===== src/design/plcd_pkg.sv =====
// constants and types of the pulse length command decoder
// assumes a single 10 MHz clock; all times are measured in 0.1 s ticks
package plcd_pkg;

  // ----------------------------------------------------------------------
  // clock and timebase
  // ----------------------------------------------------------------------
  localparam int CLK_PERIOD_NS = 100;
  localparam int TICK_MS       = 100;
  localparam int TICK_CYCLES   = TICK_MS * 1000000 / CLK_PERIOD_NS;
  localparam int DIV_W         = 24;
  localparam int LEN_W         = 8;

  // ----------------------------------------------------------------------
  // command lengths and tolerance
  // ----------------------------------------------------------------------
  localparam int PUMP_ONE_S  = 2;
  localparam int PUMP_TWO_S  = 5;
  localparam int BOTH_S      = 8;
  localparam int FILL_S      = 12;
  localparam int ACK_S       = 14;
  localparam int LIMIT_S     = 15;
  localparam int TOL_MS      = 100;
  localparam int GUARD_MS    = 3000;
  localparam int SELFTEST_MS = 500;
  localparam int FAST_MS     = 500;
  localparam int SLOW_MS     = 1000;

  localparam logic [LEN_W-1:0] NOM_PUMP_ONE = LEN_W'(PUMP_ONE_S * 1000 / TICK_MS);
  localparam logic [LEN_W-1:0] NOM_PUMP_TWO = LEN_W'(PUMP_TWO_S * 1000 / TICK_MS);
  localparam logic [LEN_W-1:0] NOM_BOTH     = LEN_W'(BOTH_S * 1000 / TICK_MS);
  localparam logic [LEN_W-1:0] NOM_FILL     = LEN_W'(FILL_S * 1000 / TICK_MS);
  localparam logic [LEN_W-1:0] NOM_ACK      = LEN_W'(ACK_S * 1000 / TICK_MS);
  localparam logic [LEN_W-1:0] LIMIT_TICKS  = LEN_W'(LIMIT_S * 1000 / TICK_MS);
  localparam logic [LEN_W-1:0] TOL_TICKS    = LEN_W'(TOL_MS / TICK_MS);
  // strictly more than 3 s, so one tick beyond
  localparam logic [LEN_W-1:0] GUARD_TICKS  = LEN_W'(GUARD_MS / TICK_MS + 1);
  localparam logic [LEN_W-1:0] SELF_TICKS   = LEN_W'(SELFTEST_MS / TICK_MS);
  localparam logic [LEN_W-1:0] FAST_TICKS   = LEN_W'(FAST_MS / TICK_MS);
  localparam logic [LEN_W-1:0] SLOW_TICKS   = LEN_W'(SLOW_MS / TICK_MS);
  localparam logic [LEN_W-1:0] LEN_SAT      = 8'hff;

  // ----------------------------------------------------------------------
  // types
  // ----------------------------------------------------------------------
  typedef enum logic [4:0] {
    ST_SELFTEST = 5'h01,
    ST_GUARD    = 5'h02,
    ST_IDLE     = 5'h04,
    ST_RUN      = 5'h08,
    ST_ERROR    = 5'h10
  } plcd_state_t;

  typedef enum logic [2:0] {
    CMD_NONE     = 3'h0,
    CMD_PUMP_ONE = 3'h1,
    CMD_PUMP_TWO = 3'h2,
    CMD_BOTH     = 3'h3,
    CMD_FILL     = 3'h4,
    CMD_ACK      = 3'h5
  } plcd_cmd_t;

  // product variants: pump bodies / outlets
  typedef enum logic [2:0] {
    VAR_ONE_PUMP_ONE_OUT = 3'h0,
    VAR_ONE_PUMP_TWO_OUT = 3'h1,
    VAR_TWO_PUMP_TWO_OUT = 3'h2,
    VAR_TWO_PUMP_THR_OUT = 3'h3,
    VAR_TWO_PUMP_FOU_OUT = 3'h4
  } plcd_variant_t;

endpackage


===== src/design/plcd_decoder.sv =====
// pulse length command decoder: top level
// assumes one 10 MHz clock, command line synchronous to it, motor handled outside
//
// Behaviour
// - Pulses of 2, 5 and 8 s start a stroke of pump one, pump two, or both.
// - A 12 s pulse starts the fill sequence.
// - A 14 s pulse acknowledges an error and is the longest valid command.
// - A pulse outside every tolerance window causes no action.
// - A pulse high for more than 15 s is ignored.
// - Status goes to the controller only as levels on one output line.
// - After power up a self-check runs, then the device waits for commands.
// - The product variant decides which commands are accepted.
// - Distinct status patterns show conditions such as an empty cartridge.
// - Status is held steadily high while ready.
// - A valid pulse starts the run at its falling edge with status low until done.
// - Pulses are ignored until more than 3 s after a successful run.
`timescale 1ns/10ps
module plcd_decoder
  import plcd_pkg::*;
#(
  parameter int P_TICK_CYCLES = TICK_CYCLES
) (
  input  wire logic          I_CLOCK,
  input  wire logic          I_RESET_N,
  input  wire logic          I_CMD_LINE,
  input  wire logic [2:0]    I_VARIANT,
  input  wire logic          I_SELFTEST_FAIL,
  input  wire logic          I_CARTRIDGE_EMPTY,
  input  wire logic          I_RUN_DONE,
  input  wire logic          I_RUN_ERROR,
  output logic               O_STATUS,
  output logic               O_RUN_START,
  output logic               O_RUN_PUMP_ONE,
  output logic               O_RUN_PUMP_TWO,
  output logic               O_RUN_FILL,
  output logic               O_ERROR_ACK
);

  // ----------------------------------------------------------------------
  // decoding functions
  // ----------------------------------------------------------------------
  function automatic logic in_window(input logic [LEN_W-1:0] len,
                                     input logic [LEN_W-1:0] nom);
    in_window = (len >= nom - TOL_TICKS) && (len <= nom + TOL_TICKS);
  endfunction

  function automatic plcd_cmd_t classify(input logic [LEN_W-1:0] len);
    classify = CMD_NONE;
    if (len > LIMIT_TICKS)                classify = CMD_NONE;
    else if (in_window(len, NOM_PUMP_ONE)) classify = CMD_PUMP_ONE;
    else if (in_window(len, NOM_PUMP_TWO)) classify = CMD_PUMP_TWO;
    else if (in_window(len, NOM_BOTH))     classify = CMD_BOTH;
    else if (in_window(len, NOM_FILL))     classify = CMD_FILL;
    else if (in_window(len, NOM_ACK))      classify = CMD_ACK;
  endfunction

  function automatic logic allowed(input plcd_cmd_t c, input logic [2:0] v);
    logic two_pump;
    two_pump = (v == VAR_TWO_PUMP_TWO_OUT) || (v == VAR_TWO_PUMP_THR_OUT) ||
               (v == VAR_TWO_PUMP_FOU_OUT);
    case (c)
      CMD_PUMP_ONE: allowed = (v == VAR_ONE_PUMP_ONE_OUT) || (v == VAR_ONE_PUMP_TWO_OUT) ||
                              (v == VAR_TWO_PUMP_TWO_OUT);
      CMD_PUMP_TWO,
      CMD_BOTH:     allowed = two_pump;
      CMD_FILL,
      CMD_ACK:      allowed = 1'b1;
      default:      allowed = 1'b0;
    endcase
  endfunction

  // ----------------------------------------------------------------------
  // signals
  // ----------------------------------------------------------------------
  plcd_state_t      state_r;
  plcd_state_t      state_nxt;
  plcd_cmd_t        cmd;
  logic             meas_rise;
  logic             meas_fall;
  logic [LEN_W-1:0] meas_len;
  logic             armed_r;
  logic             take;
  logic [DIV_W-1:0] div_r;
  logic             tick;
  logic [LEN_W-1:0] tmr_r;
  logic [LEN_W-1:0] phase_r;
  logic             fast_r;
  logic             slow_r;

  // ----------------------------------------------------------------------
  // measurement
  // ----------------------------------------------------------------------
  plcd_pulse_meter #(.P_TICK_CYCLES(P_TICK_CYCLES)) u_meter (
    .i_clk   (I_CLOCK),
    .i_rst_n (I_RESET_N),
    .i_level (I_CMD_LINE),
    .o_rise  (meas_rise),
    .o_fall  (meas_fall),
    .o_len   (meas_len)
  );

  assign cmd  = classify(meas_len);
  assign take = meas_fall && armed_r && allowed(cmd, I_VARIANT);

  // only pulses begun while listening count
  always_ff @(posedge I_CLOCK or negedge I_RESET_N) begin
    if (!I_RESET_N) begin
      armed_r <= 1'b0;
    end else if (meas_rise) begin
      armed_r <= (state_r == ST_IDLE) || (state_r == ST_ERROR);
    end else if (meas_fall || !((state_r == ST_IDLE) || (state_r == ST_ERROR))) begin
      armed_r <= 1'b0;
    end
  end

  // ----------------------------------------------------------------------
  // timebase for state timers and blink patterns
  // ----------------------------------------------------------------------
  assign tick = (div_r == DIV_W'(P_TICK_CYCLES - 1));

  // free running 0.1 s divider
  always_ff @(posedge I_CLOCK or negedge I_RESET_N) begin
    if (!I_RESET_N) begin
      div_r <= '0;
    end else begin
      div_r <= tick ? '0 : div_r + 1'b1;
    end
  end

  // state timer, cleared on each state change
  always_ff @(posedge I_CLOCK or negedge I_RESET_N) begin
    if (!I_RESET_N) begin
      tmr_r <= '0;
    end else if (state_nxt != state_r) begin
      tmr_r <= '0;
    end else if (tick && tmr_r != LEN_SAT) begin
      tmr_r <= tmr_r + 1'b1;
    end
  end

  always_ff @(posedge I_CLOCK or negedge I_RESET_N) begin
    if (!I_RESET_N) begin
      phase_r <= '0;
      fast_r  <= 1'b0;
      slow_r  <= 1'b0;
    end else if (tick) begin
      phase_r <= (phase_r == SLOW_TICKS - 1'b1) ? '0 : phase_r + 1'b1;
      if (phase_r == SLOW_TICKS - 1'b1) begin
        slow_r <= ~slow_r;
      end
      if (phase_r == SLOW_TICKS - 1'b1 || phase_r == FAST_TICKS - 1'b1) begin
        fast_r <= ~fast_r;
      end
    end
  end

  // ----------------------------------------------------------------------
  // sequencer
  // ----------------------------------------------------------------------
  // next state
  always_comb begin
    state_nxt = state_r;
    case (state_r)
      ST_SELFTEST: if (tmr_r >= SELF_TICKS) begin
        state_nxt = I_SELFTEST_FAIL ? ST_ERROR : ST_GUARD;
      end
      ST_GUARD: if (tmr_r >= GUARD_TICKS) begin
        state_nxt = ST_IDLE;
      end
      // start the run on the falling edge
      ST_IDLE: if (take && cmd != CMD_ACK) begin
        state_nxt = ST_RUN;
      end
      ST_RUN: if (I_RUN_ERROR) begin
        state_nxt = ST_ERROR;
      end else if (I_RUN_DONE) begin
        state_nxt = ST_GUARD;
      end
      ST_ERROR: if (take && cmd == CMD_ACK) begin
        state_nxt = ST_GUARD;
      end
      default: state_nxt = ST_SELFTEST;
    endcase
  end

  // state register
  always_ff @(posedge I_CLOCK or negedge I_RESET_N) begin
    if (!I_RESET_N) begin
      state_r <= ST_SELFTEST;
    end else begin
      state_r <= state_nxt;
    end
  end

  // run selection latched at the start
  always_ff @(posedge I_CLOCK or negedge I_RESET_N) begin
    if (!I_RESET_N) begin
      O_RUN_START    <= 1'b0;
      O_RUN_PUMP_ONE <= 1'b0;
      O_RUN_PUMP_TWO <= 1'b0;
      O_RUN_FILL     <= 1'b0;
    end else begin
      O_RUN_START <= (state_r == ST_IDLE) && (state_nxt == ST_RUN);
      if ((state_r == ST_IDLE) && (state_nxt == ST_RUN)) begin
        O_RUN_PUMP_ONE <= (cmd == CMD_PUMP_ONE) || (cmd == CMD_BOTH);
        O_RUN_PUMP_TWO <= (cmd == CMD_PUMP_TWO) || (cmd == CMD_BOTH);
        O_RUN_FILL     <= (cmd == CMD_FILL);
      end else if (state_r != ST_RUN) begin
        O_RUN_PUMP_ONE <= 1'b0;
        O_RUN_PUMP_TWO <= 1'b0;
        O_RUN_FILL     <= 1'b0;
      end
    end
  end

  always_ff @(posedge I_CLOCK or negedge I_RESET_N) begin
    if (!I_RESET_N) begin
      O_ERROR_ACK <= 1'b0;
    end else begin
      O_ERROR_ACK <= take && (cmd == CMD_ACK) &&
                     ((state_r == ST_IDLE) || (state_r == ST_ERROR));
    end
  end

  always_ff @(posedge I_CLOCK or negedge I_RESET_N) begin
    if (!I_RESET_N) begin
      O_STATUS <= 1'b0;
    end else begin
      case (state_r)
        ST_SELFTEST: O_STATUS <= 1'b0;
        ST_GUARD,
        ST_IDLE:     O_STATUS <= I_CARTRIDGE_EMPTY ? slow_r : 1'b1;
        ST_RUN:      O_STATUS <= 1'b0;
        ST_ERROR:    O_STATUS <= fast_r;
        default:     O_STATUS <= 1'b0;
      endcase
    end
  end
endmodule


===== src/design/plcd_pulse_meter.sv =====
// high time meter for the command line, in 0.1 s ticks
// assumes i_level is already synchronous to i_clk
`timescale 1ns/10ps
module plcd_pulse_meter
  import plcd_pkg::*;
#(
  parameter int P_TICK_CYCLES = TICK_CYCLES
) (
  input  wire logic             i_clk,
  input  wire logic             i_rst_n,
  input  wire logic             i_level,
  output logic                  o_rise,
  output logic                  o_fall,
  output logic [LEN_W-1:0]      o_len
);

  logic             lvl_r;
  logic [DIV_W-1:0] div_r;
  logic [LEN_W-1:0] len_r;
  logic             tick;

  // edge detect
  always_ff @(posedge i_clk or negedge i_rst_n) begin
    if (!i_rst_n) begin
      lvl_r <= 1'b0;
    end else begin
      lvl_r <= i_level;
    end
  end

  assign o_rise = i_level & ~lvl_r;
  assign o_fall = ~i_level & lvl_r;
  assign tick   = (div_r == DIV_W'(P_TICK_CYCLES - 1));

  // tick divider, restarted by each rising edge
  always_ff @(posedge i_clk or negedge i_rst_n) begin
    if (!i_rst_n) begin
      div_r <= '0;
    end else if (o_rise || tick) begin
      div_r <= '0;
    end else if (lvl_r) begin
      div_r <= div_r + 1'b1;
    end
  end

  always_ff @(posedge i_clk or negedge i_rst_n) begin
    if (!i_rst_n) begin
      len_r <= '0;
    end else if (o_rise) begin
      len_r <= '0;
    end else if (lvl_r && tick && len_r != LEN_SAT) begin
      len_r <= len_r + 1'b1; // saturates far above the 15 s limit
    end
  end

  assign o_len = len_r;

endmodule


===== config.mk =====
export PLATFORM = sky130hd
export DESIGN_NAME = plcd_decoder
export DESIGN_NICKNAME = d
export VERILOG_FILES = /design/src/design/plcd_pkg.sv /design/src/design/plcd_decoder.sv /design/src/design/plcd_pulse_meter.sv
export SDC_FILE = /design/constraint.sdc
export NUM_CORES = 1
export LEC_CHECK = 0
export BUFFER_PORTS_ARGS = -buffer_cell sky130_fd_sc_hd__buf_2
export CORE_MARGIN = 4
export CORE_UTILIZATION = 35
export DETAILED_ROUTE_END_ITERATION = 10
export PLACE_DENSITY_LB_ADDON = 0.08
export SYNTH_ARGS = -nofsm -noshare
export SYNTH_HDL_FRONTEND = slang
export SYNTH_HIERARCHICAL = 1
export SYNTH_SLANG_ARGS = --single-unit
export TNS_END_PERCENT = 10

===== constraint.sdc =====
create_clock -name I_CLOCK -period 3.1 [get_ports I_CLOCK]
set_clock_uncertainty 0.2 [all_clocks]
set_input_delay 0.31 -clock I_CLOCK [delete_from_list [all_inputs] [get_ports I_CLOCK]]
set_output_delay 0.31 -clock I_CLOCK [all_outputs]
set_load 0.01 [all_outputs]

==> impl_metrics.py <==
metrics = {
    "sta": {
        "fmax_ghz": 0.3612,
        "grt_setup_unrepaired": "no",
        "maxSlewHeadroom": 0.5571,
        "worst_case_setup_margin_in_the_final_layout_ns": 0.3313,
        "worstMarginPinSlew_ns": 0.6620,
        "final.period_utilization": 0.8931,
        "final_period_minus_worst_setup_slack_ns": 2.769,
        "report.final.setup_viol": 0,
        "fin_setup_tns_ns": 0,
        "finalHoldViolCount": 0,
        "final_max_slew_viol_count": 0,
    },
    "global_routing": {
        "wire_length_of_the_first_global_routing_pass_mm": 16.12,
        "grt_pass1_vias": 3435,
        "globalRouteOverflowTotal": 0,
        "maximum_number_of_pins_on_one_net_before_global_route_repair": 88,
        "grt_use_total": 0.1329,
        "grt_antenna_before_repair": 0,
    },
    "floorplan": {
        "io_pins": 16,
        "placeableCoreArea_sq_um": 12820,
        "dieWidth_um": 123.6,
        "core.rowCount": 41,
        "die_height_um": 123.6,
        "floorplan.initialDensity": 0.3646,
        "dieArea_sq_um": 15270,
    },
    "synthesis": {
        "synth_area_sq_um": 4676,
        "fraction_of_registers_with_async_set_reset": 1.000,
        "synth_top_area_frac": 0.4603,
        "netlist_top_cells_area": "dfrtp_1, xor2_1, nor2_1",
        "synth-compound-area-share": 0.09071,
        "muxShareOfSynthArea": 0.008563,
        "synth-adder-area-share": 0.02408,
        "ys_warn_count": 6,
        "synthFlopType": "dfrtp_1",
        "yosys.area.top_type": "dfrtp_1",
        "synth_nets": 502,
        "ys_seq_area_frac": 0.4659,
        "synthTopCellsByCount": "dfrtp_1, nor2_1, nand2_1",
        "synthDistinctLibCells": 64,
        "synth_simple_gate_area_frac": 0.2676,
        "synthesis.area_per_instance_sq_um": 9.681,
        "synth_seq_cells": 87,
        "postSynthCellCount": 483,
        "post_synth_xor_area_fraction": 0.1124,
        "count_of_flip_flops_with_a_built_in_enable_after_synthesis": 0,
        "yosys.cell_count.top_type": "dfrtp_1",
        "main_combinational_cell_family_by_area_after_synthesis": "simple AND/OR/NAND/NOR gates",
    },
    "critical_path": {
        "cp_data_required_time_ns": 3.18,
        "cp-end-kind": "register",
        "crit_path_max_incr_delay_ns": 0.57,
        "worst_path_most_repeated_cell": "o211ai_1",
        "cp_max_fo": 11,
        "timing.critical_path.cells": "nor4b_1, o211ai_1, a221o_1, o211ai_1, nand2_1, o31ai_1, dlygate4sd3_1",
        "critical_path_arrival_ns": 2.84,
        "cp-start-kind": "register",
        "timing.critical_path.slowest_stage_cell": "dlygate4sd3_1",
        "worst_path_class_setup": "register to register",
    },
    "clocking": {
        "htree_num_levels": 3,
        "clk_path_buf_depth": 2,
        "path_clk_slew_ns": 0.06,
        "cts_made_buffers": 9,
        "cts.sink_count": 87,
        "clock_root_buffer": "clkbuf_16",
        "clock_tree_from_tritoncts": "built",
        "post_cts_resize_count": 0,
        "postCtsHoldBufs": 4,
        "post-cts-setup-buffer-count": 0,
        "worstSkewPairLatency_ns": 0.34,
    },
    "cells_and_area": {
        "stdcell_area_sq_um": 5309,
        "multi_input_comb_area_sq_um": 2359,
        "flow.area_growth_from_synthesis_pct": 13.54,
        "drive_gt1_frac": 0.1035,
        "final_non_filler_cells": 684,
        "sequential_cell_area_sq_um": 2178,
        "fin_nets": 526,
        "fin_util": 0.4140,
        "fill_cells": 1266,
        "antennaDiodeCount": 0,
    },
    "job": {
        "number_of_max_capacitance_violations_reported": 0,
    },
    "routing": {
        "drt.antenna.violating_nets": 0,
        "final_wirelength_mm": 9.143,
        "viasPerCell": 5.061,
        "overall_via_count_from_detail_route": 3462,
        "drtIter0Drc": 236,
        "firstDrtPassIters": 4,
        "post-route-drc-count": 0,
        "wl_per_cell_um": 13.37,
    },
    "place": {
        "dpl.cell_count": 664,
        "final_replace_weighted_congestion": 0.8071,
        "hpwl_mm": 6.223,
        "placedInstanceArea_sq_um": 4959,
        "dp_worst_setup_slack_ns": 0.6390,
        "placement.io_buffers": 15,
    },
    "power_and_ir_drop": {
        "pwr_density_cell_nw_per_um2": 441.8,
        "power.static_leakage_nw": 2.422,
        "max-vdd-ir-drop_mv": 0.2486,
    },
    "min_path": {
        "worst_hold_path_type": "input pin to register",
    },
    "run_status": {
        "outcome": "finished, final reports clean",
    },
}
==> layer usage <==
metal	wire length (um)	up-vias	share of wire	GRT usage
met5	0	-	0	0
met4	192	0	0.021	0.06159
met3	309	11	0.034	0.02906
met2	3933	47	0.43	0.1997
met1	4706	1652	0.51	0.1829
li1	-	1752	-	-
==> logic make-up after synthesis <==
| kind of cell | Yosys count |
|---|---|
| xor gates and xnor gates | 60 |
| buffers and inverters | 30 |
| DFF | 87 |
| AOI/OAI and AO/OA | 57 |
| muxes | 4 |
| adders and majority gates | 9 |
| and+or+nand+nor | 236 |
==> worst max-delay path, delay by kind of cell, from the launching register on <==
family                 cells  cell delay, ns
AO/OA/AOI/OAI              4            0.81
AND/OR/NAND/NOR            2            0.62
buffers and inverters      1            0.57
flip-flops                 1            0.49
==> area by class of cell <==
type	instances	share of cell area
timing repair buffer	26	0.03441
clock buffer	13	0.05091
clock inverter	3	0.007542
tap	172	0.04054
sequential	87	0.4103
multi-input combinational	366	0.4443
inverter	17	0.01202
==> flip-flops by register name, indices dropped and copies added (netlist names), 5 cells and up <==
register and count:
u_meter/div_r 24, u_meter/o_len 8, phase_r 8, div_r 24, tmr_r 8, state_r 5
==> where the power goes <==
group | leakage, nW | internal (mW) | switching (mW)
registers | 1.19 | 1.14 | 0.0114
clock network | 0.156 | 0.688 | 0.431
logic | 1.07 | 0.0233 | 0.0479
==> per-stage QoR <==
stage                     power (mW)  hold WS [ns]
final                          2.346       0.05221
after global routing           2.452       0.04891
after CTS                      2.402       0.04413
after detailed placement       1.246        0.1986
after global placement         1.246        0.1895
after floorplan                1.203       -0.1856
==> final timing paths <==
path	from	endpoint	slack, ns	cells past startpoint
worst min-delay path	I_SELFTEST_FAIL	state_r[1]	0.05	2
worst max-delay path	u_meter/o_len[4]	state_r[3]	0.33	7
worst max register to register	u_meter/o_len[4]	state_r[3]	0.33	7
worst min register to register	slow_r	slow_r	0.27	1
max in group asynchronous	I_RESET_N	div_r[21]	1.98	3
min in group asynchronous	I_RESET_N	O_RUN_START	0.35	3
==> cells in the final DEF, fill, tap and decap left out, types with 4 or more instances in the layout <==
master / instances
xnor2_1: 23
o21ai_0: 14
mux2i_1: 4
buf_4: 7
a21oi_1: 7
nor2_1: 72
xor2_1: 37
nand4_1: 19
nand2b_1: 5
ha_1: 9
nand2_1: 40
nor2b_1: 5
dfrtp_1: 86
buf_2: 14
clkbuf_16: 9
nand3_1: 30
nor4_1: 6
o21ai_1: 5
inv_1: 17
nor3_1: 4
dlygate4sd3_1: 4
and3_1: 21
nor4b_1: 4
No activity file was read; power rests on OpenSTA's default activity.
